===== src/common/int_regs_params.svh =====
// register offsets, bit positions, reset values and fixed-bit masks of the interrupt enable and flag block
`ifndef INT_REGS_PARAMS_SVH
`define INT_REGS_PARAMS_SVH

// register bus geometry
`define REG_ADDR_W 3
`define REG_DATA_W 8

// register offsets
`define ADDR_PIN_EN 3'h0
`define ADDR_TMR_EN 3'h1
`define ADDR_PIN_FLG 3'h2
`define ADDR_EVT_STAT 3'h3
`define ADDR_EVT_MASK 3'h4

// bit positions in the enable and flag registers
`define BIT_DT 7
`define BIT_WAKE 5
`define BIT_P3 3
`define BIT_P0 0
`define BIT_TMR 5
`define BIT_SPARE 6

// storable bits and bits that always read as one
`define PIN_EN_WR_MASK 8'hA9
`define PIN_EN_ONES 8'h10
`define TMR_EN_WR_MASK 8'h60
`define TMR_EN_ONES 8'h1F
`define PIN_FLG_MASK 8'h89
`define PIN_FLG_ONES 8'h30

// event status bits
`define EVT_W 3
`define EVT_DT 2
`define EVT_P3 1
`define EVT_P0 0

// reset values
`define RST_BYTE 8'h00
`define RST_EVT 3'h0
`define PIN_IDLE 1'b1

`endif


===== src/common/int_regs_pkg.sv =====
// types shared by the interrupt enable and flag block
`default_nettype none
package int_regs_pkg;
`include "int_regs_params.svh"

   // one register bus request
   typedef struct packed {
      logic [`REG_ADDR_W-1:0] addr;
      logic [`REG_DATA_W-1:0] wdata;
      logic wr;
      logic rd;
   } bus_req_t;

   // gated requests toward the cpu interrupt controller
   typedef struct packed {
      logic direct_transition;
      logic wake_pin;
      logic ext_pin3;
      logic ext_pin0;
      logic timer_overflow;
   } int_req_t;

endpackage : int_regs_pkg
`default_nettype wire


===== src/logic/interrupt_enable_flag_regs.sv =====
// interrupt enable and request flag registers with gated requests and an event interrupt
`timescale 1ns/1ps
`default_nettype none
`include "int_regs_params.svh"

// Function
// - Enable bit 7 of the pin register passes the direct transition request to the cpu and blocks it when clear.
// - Enable bit 5 of the pin register passes or blocks the wakeup pin request.
// - Enable bits 3 and 0 of the pin register pass or block the requests of external pins 3 and 0.
// - In the pin enable register bit 4 reads one, bits 6, 2 and 1 read zero, and writes to them do nothing.
// - Enable bit 5 of the timer register passes or blocks the timer overflow request.
// - Bit 6 of the timer register is a plain storage bit that software keeps at zero.
// - In the timer enable register bits 4 to 0 read one and bit 7 reads zero whatever is written.
// - A request arriving in the same cycle as a clear of its flag is still taken; a clear of its enable in that cycle blocks it, and only the flag keeps it.
// - The direct transition flag sets when a sleep makes a direct transfer while direct transfer is switched on.
// - The pin 3 flag sets when the pin is an interrupt input and its selected edge arrives.
// - The pin 0 flag sets when the pin is an interrupt input and its selected edge arrives.
// - A flag clears only by writing zero to it, writing one leaves it alone, and it is zero after reset.
// - An edge select of zero detects falling edges and one detects rising edges.
// - A flag that becomes one raises that source's request toward the cpu, subject to its enable.
module interrupt_enable_flag_regs (
   // clock and reset
   input wire logic clk,
   input wire logic rst_n,
   // register bus
   input wire int_regs_pkg::bus_req_t bus,
   output logic [`REG_DATA_W-1:0] rdata,
   // external interrupt pins and their configuration
   input wire logic ext_int_pin_three,
   input wire logic ext_int_pin_zero,
   input wire logic ext_pin3_is_int,
   input wire logic ext_pin0_is_int,
   input wire logic ext_pin3_edge_sel,
   input wire logic ext_pin0_edge_sel,
   // direct transition source
   input wire logic sleep_direct_transfer,
   input wire logic direct_transfer_on,
   // flags kept in other blocks
   input wire logic wake_pin_flag,
   input wire logic timer_overflow_flag,
   // requests toward the cpu and the event interrupt
   output int_regs_pkg::int_req_t int_req,
   output logic irq
);
   import int_regs_pkg::*;

   logic [`REG_DATA_W-1:0] pin_and_transition_int_enable;
   logic [`REG_DATA_W-1:0] timer_int_enable;
   logic [`REG_DATA_W-1:0] pin_and_transition_int_flags;
   logic [`EVT_W-1:0] evt_status;
   logic [`EVT_W-1:0] evt_mask;
   logic [`REG_DATA_W-1:0] next_flags;
   logic [`EVT_W-1:0] next_status;
   logic ext_pin3_edge;
   logic ext_pin0_edge;

   // address decode
   wire sel_pin_en = (bus.addr == `ADDR_PIN_EN);
   wire sel_tmr_en = (bus.addr == `ADDR_TMR_EN);
   wire sel_pin_flg = (bus.addr == `ADDR_PIN_FLG);
   wire sel_stat = (bus.addr == `ADDR_EVT_STAT);
   wire sel_mask = (bus.addr == `ADDR_EVT_MASK);
   wire wr_pin_en = bus.wr & sel_pin_en;
   wire wr_tmr_en = bus.wr & sel_tmr_en;
   wire wr_pin_flg = bus.wr & sel_pin_flg;
   wire wr_stat = bus.wr & sel_stat;
   wire wr_mask = bus.wr & sel_mask;

   // named enable and flag bits
   wire direct_transition_int_en = pin_and_transition_int_enable[`BIT_DT];
   wire wake_pin_int_en = pin_and_transition_int_enable[`BIT_WAKE];
   wire ext_pin3_int_en = pin_and_transition_int_enable[`BIT_P3];
   wire ext_pin0_int_en = pin_and_transition_int_enable[`BIT_P0];
   wire timer_overflow_int_en = timer_int_enable[`BIT_TMR];
   wire direct_transition_req_flag = pin_and_transition_int_flags[`BIT_DT];
   wire ext_pin3_req_flag = pin_and_transition_int_flags[`BIT_P3];
   wire ext_pin0_req_flag = pin_and_transition_int_flags[`BIT_P0];

   // edge detectors for the two external pins
   pin_edge_watch u_pin3_edge (
      .clk(clk),
      .rst_n(rst_n),
      .pin(ext_int_pin_three),
      .pin_is_int(ext_pin3_is_int),
      .edge_sel(ext_pin3_edge_sel),
      .edge_pulse(ext_pin3_edge)
   );

   pin_edge_watch u_pin0_edge (
      .clk(clk),
      .rst_n(rst_n),
      .pin(ext_int_pin_zero),
      .pin_is_int(ext_pin0_is_int),
      .edge_sel(ext_pin0_edge_sel),
      .edge_pulse(ext_pin0_edge)
   );

   // flag set sources
   wire dt_set = sleep_direct_transfer & direct_transfer_on;
   wire [`REG_DATA_W-1:0] flag_set_vec = {dt_set, 3'h0, ext_pin3_edge, 2'h0, ext_pin0_edge};

   // a written zero clears a flag; ones and reserved bits change nothing
   wire [`REG_DATA_W-1:0] flag_clr_vec = wr_pin_flg ? (~bus.wdata & `PIN_FLG_MASK) : `RST_BYTE;

   // set wins over a clear in the same cycle so no request is lost
   always_comb begin
      next_flags = ((pin_and_transition_int_flags & ~flag_clr_vec) | flag_set_vec) & `PIN_FLG_MASK;
   end

   // enable registers keep only their storable bits
   always_ff @(posedge clk or negedge rst_n) begin
      if (!rst_n) begin
         pin_and_transition_int_enable <= `RST_BYTE;
         timer_int_enable <= `RST_BYTE;
      end else begin
         if (wr_pin_en) begin
            pin_and_transition_int_enable <= bus.wdata & `PIN_EN_WR_MASK;
         end
         if (wr_tmr_en) begin
            timer_int_enable <= bus.wdata & `TMR_EN_WR_MASK;
         end
      end
   end

   // request flags, zero after reset
   always_ff @(posedge clk or negedge rst_n) begin
      if (!rst_n) begin
         pin_and_transition_int_flags <= `RST_BYTE;
      end else begin
         pin_and_transition_int_flags <= next_flags;
      end
   end

   // gated requests; a disabled flag still holds its event for later
   assign int_req.direct_transition = direct_transition_req_flag & direct_transition_int_en;
   assign int_req.wake_pin = wake_pin_flag & wake_pin_int_en;
   assign int_req.ext_pin3 = ext_pin3_req_flag & ext_pin3_int_en;
   assign int_req.ext_pin0 = ext_pin0_req_flag & ext_pin0_int_en;
   assign int_req.timer_overflow = timer_overflow_flag & timer_overflow_int_en;

   // event status: sticky, cleared by writing one, new event wins
   wire [`EVT_W-1:0] evt_set = {dt_set, ext_pin3_edge, ext_pin0_edge};
   wire [`EVT_W-1:0] evt_clr = wr_stat ? bus.wdata[`EVT_W-1:0] : `RST_EVT;

   always_comb begin
      next_status = (evt_status & ~evt_clr) | evt_set;
   end

   always_ff @(posedge clk or negedge rst_n) begin
      if (!rst_n) begin
         evt_status <= `RST_EVT;
         evt_mask <= `RST_EVT;
      end else begin
         evt_status <= next_status;
         if (wr_mask) begin
            evt_mask <= bus.wdata[`EVT_W-1:0];
         end
      end
   end

   // level interrupt while any unmasked event is pending
   assign irq = |(evt_status & evt_mask);

   // read selection; fixed bits come from constants, unmapped reads give zero
   wire [`REG_DATA_W-1:0] rd_pin_en = pin_and_transition_int_enable | `PIN_EN_ONES;
   wire [`REG_DATA_W-1:0] rd_tmr_en = timer_int_enable | `TMR_EN_ONES;
   wire [`REG_DATA_W-1:0] rd_pin_flg = pin_and_transition_int_flags | `PIN_FLG_ONES;
   wire [`REG_DATA_W-1:0] rd_stat = {{(`REG_DATA_W-`EVT_W){1'b0}}, evt_status};
   wire [`REG_DATA_W-1:0] rd_mask = {{(`REG_DATA_W-`EVT_W){1'b0}}, evt_mask};
   wire [`REG_DATA_W-1:0] rd_mux = sel_pin_en ? rd_pin_en :
                                   sel_tmr_en ? rd_tmr_en :
                                   sel_pin_flg ? rd_pin_flg :
                                   sel_stat ? rd_stat :
                                   sel_mask ? rd_mask : `RST_BYTE;

   // read data stand for the one cycle after the strobe, zero otherwise
   always_ff @(posedge clk or negedge rst_n) begin
      if (!rst_n) begin
         rdata <= `RST_BYTE;
      end else begin
         rdata <= bus.rd ? rd_mux : `RST_BYTE;
      end
   end
endmodule : interrupt_enable_flag_regs
`default_nettype wire


===== src/logic/pin_edge_watch.sv =====
// edge detector for one external interrupt pin with selectable direction
`timescale 1ns/1ps
`default_nettype none
`include "int_regs_params.svh"
module pin_edge_watch (
   // clock and reset
   input wire logic clk,
   input wire logic rst_n,
   // pin side
   input wire logic pin,
   input wire logic pin_is_int,
   input wire logic edge_sel,
   // detected edge
   output logic edge_pulse
);
   import int_regs_pkg::*;

   logic prev;

   // previous sample; idles high so a quiet pin gives no edge after reset
   always_ff @(posedge clk or negedge rst_n) begin
      if (!rst_n) begin
         prev <= `PIN_IDLE;
      end else begin
         prev <= pin;
      end
   end

   // select 0 watches falling edges, 1 watches rising edges
   wire rise = ~prev & pin;
   wire fall = prev & ~pin;
   assign edge_pulse = pin_is_int & (edge_sel ? rise : fall);
endmodule : pin_edge_watch
`default_nettype wire


===== config.mk =====
export PLATFORM = sky130hd
export DESIGN_NAME = interrupt_enable_flag_regs
export DESIGN_NICKNAME = d
export VERILOG_FILES = /design/src/common/int_regs_pkg.sv /design/src/logic/interrupt_enable_flag_regs.sv /design/src/logic/pin_edge_watch.sv
export VERILOG_INCLUDE_DIRS = /design/src /design/src/common
export SDC_FILE = /design/constraint.sdc
export NUM_CORES = 1
export LEC_CHECK = 0
export BUFFER_PORTS_ARGS = -buffer_cell sky130_fd_sc_hd__clkbuf_2
export CAP_MARGIN = 10
export CORE_MARGIN = 2
export CORE_UTILIZATION = 44
export DETAILED_ROUTE_END_ITERATION = 7
export HOLD_SLACK_MARGIN = 0.12
export PLACE_DENSITY = 0.82
export SLEW_MARGIN = 20
export SYNTH_ARGS = -nofsm -noshare
export SYNTH_HDL_FRONTEND = slang
export SYNTH_SLANG_ARGS = --single-unit

===== constraint.sdc =====
create_clock -name clk -period 1.05 [get_ports clk]
set_input_delay 0.1575 -clock clk [delete_from_list [all_inputs] [get_ports clk]]
set_output_delay 0.1575 -clock clk [all_outputs]
set_load 0.02 [all_outputs]

After elaboration in Yosys (flattened, before gate mapping) --
Index checks and enable logic that the tools add are counted.
Storage, ports and cells: register bits after elaboration 25, input port bits 25, word-level logic and storage cells 53
Cells by class: equal/unequal tests 4, reduce and logical (&&, ||, !) cells 2, muxes and demuxes 10, bitwise logic cells 29
Operators by type and width (number):
- 2-to-1 mux 8 bit | 6
- AND 1 bit | 17
- inverter 8 bit | 2
- AND 8 bit | 1
- bitwise OR 8 bit | 1
- AND 3 bit | 2
- equality test 3 x 2 -> 1 bit, second input constant | 2
- 2-to-1 mux 3 bit | 2
- inverter 1 bit | 4
- equality test 3 x 1 -> 1 bit, second input constant | 1
- equality test 3 bit, second input constant | 1
- logical NOT 3 bit | 1
- inverter 3 bit | 1
- bitwise OR 3 bit | 1
- OR reduction 3 bit | 1
- 2-to-1 mux 1 bit | 2

Depth between registers and ports, before layout --
Gate-level depths: netlist of run 1.
depth in word-level cells 7, gate-level depth with buffers 4, gate-level depth less buffers 3

Cells and area by module --
A second synthesis of run 1 with hierarchy kept.
Unflattened totals: cells, all modules 95, area, all modules 1138.6 µm²
Modules (own cells, without submodules):
- interrupt_enable_flag_regs | cells each 87, area an instance 1038.5 µm², instances 1, seq. area each 575.6 µm²
- pin_edge_watch | cells each 4, area an instance 50.0 µm², instances 2, seq. area each 26.3 µm²

Least setup slack after synthesis of run 1 --
Ideal clock, no wire load.
path type register -> register, start register u_pin0_edge.prev, end register evt_status[0], cell stages (with the launch flop) 4, clock period less this slack 1.027 ns, slack 0.023 ns, data arrival time 0.900 ns, path buffers 0, cells stage by stage dfstp_2 -> and3b_1 -> o21ai_0 -> nand2_1
Between the ends: cells in the longest elaborated chain, start to end 5
RTL lines:
- start, declared | line pin_edge_watch.sv:18 | logic prev;
- start signal, assigned | line pin_edge_watch.sv:23 | prev <= `PIN_IDLE;
- start signal, assigned | line pin_edge_watch.sv:25 | prev <= pin;
- inverter 1 bit | line pin_edge_watch.sv:30 | wire rise = ~prev & pin;
- AND 1 bit | line pin_edge_watch.sv:30
- 2-to-1 mux 1 bit (*) | line pin_edge_watch.sv:32 | assign edge_pulse = pin_is_int & (edge_sel ? rise : fall);
- AND 1 bit (*) | line pin_edge_watch.sv:32
- bitwise OR 3 bit (*) | line interrupt_enable_flag_regs.sv:146 | next_status = (evt_status & ~evt_clr) | evt_set;
- via next_status[0] | line interrupt_enable_flag_regs.sv:53 | logic [`EVT_W-1:0] next_status;
- end signal, assigned | line interrupt_enable_flag_regs.sv:151 | evt_status <= `RST_EVT;
- end signal, assigned | line interrupt_enable_flag_regs.sv:154 | evt_status <= next_status;
- end, declared | line interrupt_enable_flag_regs.sv:50 | logic [`EVT_W-1:0] evt_status;
Mark *: on every way through the listed nets, which the timed path passes. The rest lies on a longest branch. A chain may end at the register's enable or synchronous reset.

Worst setup path in the final report of run 1 --
start register evt_mask[1], end output irq
Between the ends: cells in the longest elaborated chain, start to end 2
RTL lines:
- start, declared | line interrupt_enable_flag_regs.sv:51 | logic [`EVT_W-1:0] evt_mask;
- start signal, assigned | line interrupt_enable_flag_regs.sv:152 | evt_mask <= `RST_EVT;
- start signal, assigned | line interrupt_enable_flag_regs.sv:156 | evt_mask <= bus.wdata[`EVT_W-1:0];
- AND 3 bit | line interrupt_enable_flag_regs.sv:162 | assign irq = |(evt_status & evt_mask);
- OR reduction 3 bit | line interrupt_enable_flag_regs.sv:162
- end, declared | line interrupt_enable_flag_regs.sv:43 | output logic irq
No other way between the ends.

==> impl_metrics.toml, run 1 <==
[finish]
areaGrowthSynthToFinish_pct = 57.1
most-common-layout-cells = "clkbuf_2 (28), buf_4 (25), dfrtp_1 (23)"
drive_gt1_share_pct = 50.8
postLayoutCoreUtil_pct = 73.0
nNetsFinal = 205
fin_cells = 209
n_antenna_cell = 0
nFillCells = 183
layout_commonest_cell = "clkbuf_2"

[placement]
place_inst = 179
place_hpwl_mm = 2.06
gp_congestion = 0.799
port_buffers = 37
place_ws_ns = -0.203

[clocking]
clk_pin_slew_ns = 0.14
numCtsBuffers = 3
cts_buffer_depth = 2
cts_sinks = 25
cts_tree = "yes"
htree_levels = 1
clkLatencyLatePin_ns = 0.33
root_buffer = "clkbuf_4"

[grt]
antenna_found_initial = 0
grt_max_degree = 15
grt-ovfl-total = 0
grt_first_pass_wirelength_mm = 4.51
track_usage_pct = 18.6
grt_pass1_vias = 1065

[drt]
drt_iter0_markers = 10
routed-via-count = 1064
post_drt_wl_per_cell_um = 13.9
wirelength_mm = 2.90
post-route-drc-count = 0
postRouteAntennaNets = 0
vias_per_cell = 5.09
drt_pre_antenna_iters = 4

[die]
dieArea_um2 = 3070
core_area_um2 = 2500
initial_core_util_pct = 46.5
pin_count = 39
die_w_um = 55.4
rows = 18
die_y_um = 55.4

[logic_synthesis]
syn_inst = 100
synth-warning-count = 0
synth_fp_nets = 125
synth.distinct_cells = 31
syn_area_um2 = 1160
synth_edf_count = 0
synth_seq_area_share_pct = 54.0
synth.area.top_cells = "dfrtp_1 (50%), mux2_2 (6.8%), dfstp_2 (4.5%), o21ai_0 (3.4%), nand2_1 (3.2%)"
syn_area_per_cell_um2 = 11.6
ys.flop_type = "dfrtp_1"
synth_async_sr_flop_share_pct = 100
yosysTopAreaCellShare_pct = 49.5
ys_ff_latch = 25
synth_top_area_cell = "dfrtp_1"

[hold_path]
hold_path.startpoint = "bus[2]"
whs_path_depth = 2
hold_class = "in2reg"
holdPathEnd = "evt_mask[0]$_DFFE_PN0P_"

[timing]
fmax_ghz = 0.693
finalCritPeriodShare_pct = 137
final_max_slew_viol_count = 0
relSlewSlack_pct = 75.9
min_period_ns = 1.44
rsz0062_at_grt = "yes"
fin_skew_ns = 0.0111
setup_ws_ns = -0.392
setup_viol = 8
tightest_slew_ns = 0.360
hold_viol = 0
finalSetupTns_ns = -1.23

[power]
p_seq_share_pct = 46.8
p_leak_nw = 0.913
p_clk_share_pct = 17.1
vdd_drop_max_mv = 1.10
power.switching_uw = 723
power-per-cell-area_nw_per_um2 = 1370
intPower_mw = 1.78
power_frac_comb_pct = 36.2
swShare_pct = 28.9

[setup_path]
cp.arrival_ns = 1.28
worstPathRequired_ns = 0.89
rr_worst_depth = 3
rrSetupSlack_ns = -0.18
r2r-start = "pin_and_transition_int_enable[0]$_DFFE_PN0P_"
worstReg2RegEnd = "rdata[0]$_DFF_PN0_"
worstSetupPathType = "reg2out"
path_max_fanout = 2
cp-end-kind = "output pin"
startpoint_type = "flop"
crit_start = "evt_mask[1]$_DFFE_PN0P_"

[flow_run]
max_cap_violations = 0

[run_status]
status = "finished with violations"
failed_checks = "setup timing"
[state kept, by name (all words and copies together), names as in the netlist]
name                           flops
evt_mask                           3
evt_status                         3
pin_and_transition_int_enable      4
pin_and_transition_int_flags       3
rdata                              8
timer_int_enable                   2
u_pin0_edge.prev                   1
u_pin3_edge.prev                   1
[final cells by class]
| cell class | instances | area (um^2) | share of cell area, % |
|---|---|---|---|
| Inverter | 6 | 22.5 | 1.23 |
| Clock buffer | 3 | 22.5 | 1.23 |
| Tap cell | 30 | 37.5 | 2.06 |
| Clock inverter | 1 | 5.00 | 0.274 |
| Timing Repair Buffer | 78 | 593 | 32.5 |
| Multi-Input combinational cell | 66 | 517 | 28.3 |
| Sequential cell | 25 | 628 | 34.4 |
[cell usage after synthesis, types with 2 or more instances]
master and instances:
a21oi_1 5, nand2b_1 3, nor4bb_1 2, o21ai_0 8, and2_1 5, nor3b_1 2
buf_4 2, mux2i_1 2, o21a_1 2, inv_1 6, nor2_1 2, dfrtp_1 23
nor3_1 2, nand2_1 10, mux2_4 2, dfstp_2 2, and3b_1 2, mux2_2 7
[timing repair]
item	in CTS	in global routing
pin swaps	3	3
hold buffers	14	0
buffers inserted	7	5
hold endpoints to repair	41	0
setup endpoints to repair	11	14
gates resized for setup	13	19
[worst max-delay path, stage by stage (launching register included)]
cell and delay (ns):
dfrtp_1 0.41, a222oi_1 0.32, inv_1 0.07, buf_2 0.17
[worst max-delay path by stage]
| stage | cells after the start | end |
|---|---|---|
| finish | 3 | irq |
| global placement | 3 | pin_and_transition_int_enable[5]$_DFFE_PN0P_ |
| CTS | 3 | irq |
| floorplan | 3 | evt_status[0]$_DFF_PN0_ |
| detailed placement | 3 | pin_and_transition_int_enable[5]$_DFFE_PN0P_ |
| global route | 3 | irq |
[per-stage QoR]
step,total power [mW],instance area [um^2],hold slack (ns)
floorplan,1.50,1160,-0.138
global placement,1.75,1490,0.0668
detailed placement,1.78,1490,0.0737
CTS,2.40,1750,0.122
global route,2.62,1830,0.121
finish,2.50,1830,0.128
[cells by family after synthesis]
kind of cell    Yosys count  synth area share [%]
mux                      11                  11.1
compound gates           19                  9.90
buf+inv                   9                  3.66
simple gates             36                  21.3
flops                    25                  54.0
[power groups by stage]
stage | sequential, mW | clock, mW | combinational, mW
after floorplan | 1.19 | 0 | 0.306
after CTS | 1.16 | 0.436 | 0.796
after global routing | 1.18 | 0.475 | 0.968
after global placement | 1.18 | 0 | 0.572
final | 1.17 | 0.426 | 0.904
after detailed placement | 1.19 | 0 | 0.591
[routing by layer]
metal | GRT usage, % | vias up | share of wire (%)
met3 | 5.85 | 4 | 6.1
met1 | 21.1 | 514 | 39
met5 | 0 | - | 0
met4 | 3.14 | 0 | 0.86
met2 | 34.4 | 37 | 54
li1 | - | 509 | -
No activity file was read; power rests on OpenSTA's default activity.
==> run 2, diff against run 1 <==
Settings changed: CORE_UTILIZATION 44 to 40, PLACE_DENSITY 0.82 to 0.76, SKIP_CTS_REPAIR_TIMING set to 1.
==> run 2 against run 1 <==
The flow still finishes with violations (setup timing). Critical path depth unchanged. Global-route usage down 3.2 points. Final cell count is 1.9% lower. Power shrank 4.0%. Non-clock buffer count is 5 lower. Clock-buffer cell count did not move. Core utilization is 9.1 points lower. Sequential share of layout area rose by 1.2 points. Worst hold slack improved by 0.060 ns. Largest cell class unchanged.
==> impl_metrics.toml, run 2 (same netlist as run 1, synthesis figures left out) <==
[finish]
reg_top3 = "rdata (8), pin_and_transition_int_enable (4)"
most-common-layout-cells = "clkbuf_2 (31), dfrtp_1 (23), buf_4 (20)"
design_area_um2 = 1760
fin_cells = 205
layout_commonest_cell = "clkbuf_2"
largest_reg_flops = 8
n_antenna_cell = 0
largest_register = "rdata"
areaGrowthSynthToFinish_pct = 51.7
drive_gt1_share_pct = 48.3
nNetsFinal = 200

[run_status]
failed_checks = "setup timing"
status = "finished with violations"

[clocking]
cts_buffer_depth = 2
cts_tree = "yes"
clk_pin_slew_ns = 0.14
cts_sinks = 25
numCtsBuffers = 3
root_buffer = "clkbuf_4"
clkLatencyLatePin_ns = 0.32
htree_levels = 1

[die]
core_area_um2 = 2760
pin_count = 39
rows = 19
die_w_um = 57.9
initial_core_util_pct = 42.2
die_y_um = 57.9
dieArea_um2 = 3350

[setup_path]
cp-end-kind = "output pin"
crit_path_end = "irq"
cp.arrival_ns = 1.31
rrSetupSlack_ns = -0.02
worstReg2RegEnd = "pin_and_transition_int_flags[3]$_DFF_PN0_"
worstSetupPathType = "reg2out"
crit_start = "evt_status[0]$_DFF_PN0_"
r2r-start = "u_pin3_edge.prev$_DFF_PN1_"
worstPathRequired_ns = 0.89
path_max_fanout = 3
startpoint_type = "flop"
rr_worst_depth = 3

[power]
p_leak_nw = 0.876
vdd_drop_max_mv = 1.15
power-per-cell-area_nw_per_um2 = 1360

[grt]
grt.busiest_layer = "met2"
track_usage_pct = 15.4
grt_use_met1_pct = 20.3
grt_first_pass_wirelength_mm = 4.06
grt_pass1_vias = 914
grt-ovfl-total = 0
grt_max_degree = 26
grt_use_met2_pct = 26.5
antenna_found_initial = 0
use_met3_pct = 4.46

[drt]
vias_per_cell = 4.94
postRouteAntennaNets = 0
drt_pre_antenna_iters = 4
routed-via-count = 1013
drt_iter0_markers = 20
wirelength_mm = 2.73
post-route-drc-count = 0
post_drt_wl_per_cell_um = 13.3

[placement]
port_buffers = 37
gp_congestion = 0.834
place_inst = 181
placed_area_um2 = 1490
place_ws_ns = -0.234
place_hpwl_mm = 1.94

[timing]
finalCritPeriodShare_pct = 140
setup_ws_ns = -0.415
fin_skew_ns = 0.0111
setup_viol = 9
final_max_slew_viol_count = 0
finalSetupTns_ns = -1.14
hold_viol = 0
relSlewSlack_pct = 76.1
fmax_ghz = 0.682
min_period_ns = 1.47
tightest_slew_ns = 0.357
rsz0062_at_grt = "yes"

[hold_path]
hold_class = "in2reg"

[flow_run]
max_cap_violations = 0
run 2: cell types whose count changed in the layout (fill, tap and decap cells not counted), sizes merged:
cell,change
buf,-9
clkbuf,+3
dlygate4sd3,+1
run 2: how the worst min path moves through the flow:
stage	end	cells after the start	start	slack [ns]
2_1_floorplan	evt_mask[0]$_DFFE_PN0P_	0	rst_n	-0.14
3_3_place_gp	evt_status[2]$_DFF_PN0_	2	rst_n	0.15
3_5_place_dp	evt_status[2]$_DFF_PN0_	2	rst_n	0.16
4_1_cts	evt_status[2]$_DFF_PN0_	2	rst_n	-0.21
5_1_grt	pin_and_transition_int_flags[0]$_DFF_PN0_	4	ext_pin0_edge_sel	0.18
6_report	pin_and_transition_int_flags[0]$_DFF_PN0_	4	ext_pin0_edge_sel	0.19
run 2: worst max-delay path: stages, from the launching register on:
cell      delay [ns]
dfrtp_1         0.43
a222oi_1        0.32
inv_1           0.09
buf_6           0.14
run 2: power breakdown:
part / switching [mW] / internal [mW] / leakage (nW)
sequential: 0.0824 / 1.09 / 0.296
combinational: 0.331 / 0.467 / 0.562
clock: 0.283 / 0.143 / 0.0177
total: 0.696 / 1.70 / 0.876
run 2: layout make-up:
class	count	area, um^2
fill	230	995
sequential	25	628
timing repair buffer	73	534
multi-input combinational	66	512
tap	31	38.8
clock buffer	3	22.5
inverter	6	22.5
clock inverter	1	5.00
run 2: metrics by stage:
step	utilization (%)	power, mW	hold slack (ns)
5_1_grt	63.9	2.53	0.180
3_3_place_gp	53.9	1.76	0.152
6_report	63.9	2.40	0.188
2_1_floorplan	-	1.50	-0.138
4_1_cts	54.9	2.21	-0.209
3_5_place_dp	53.9	1.79	0.162
run 2: per-layer routing:
| layer | vias up | share of wire [%] |
|---|---|---|
| met5 | - | 0 |
| met4 | 0 | 0.77 |
| met3 | 2 | 5.4 |
| met2 | 33 | 52 |
| met1 | 482 | 41 |
| li1 | 496 | - |
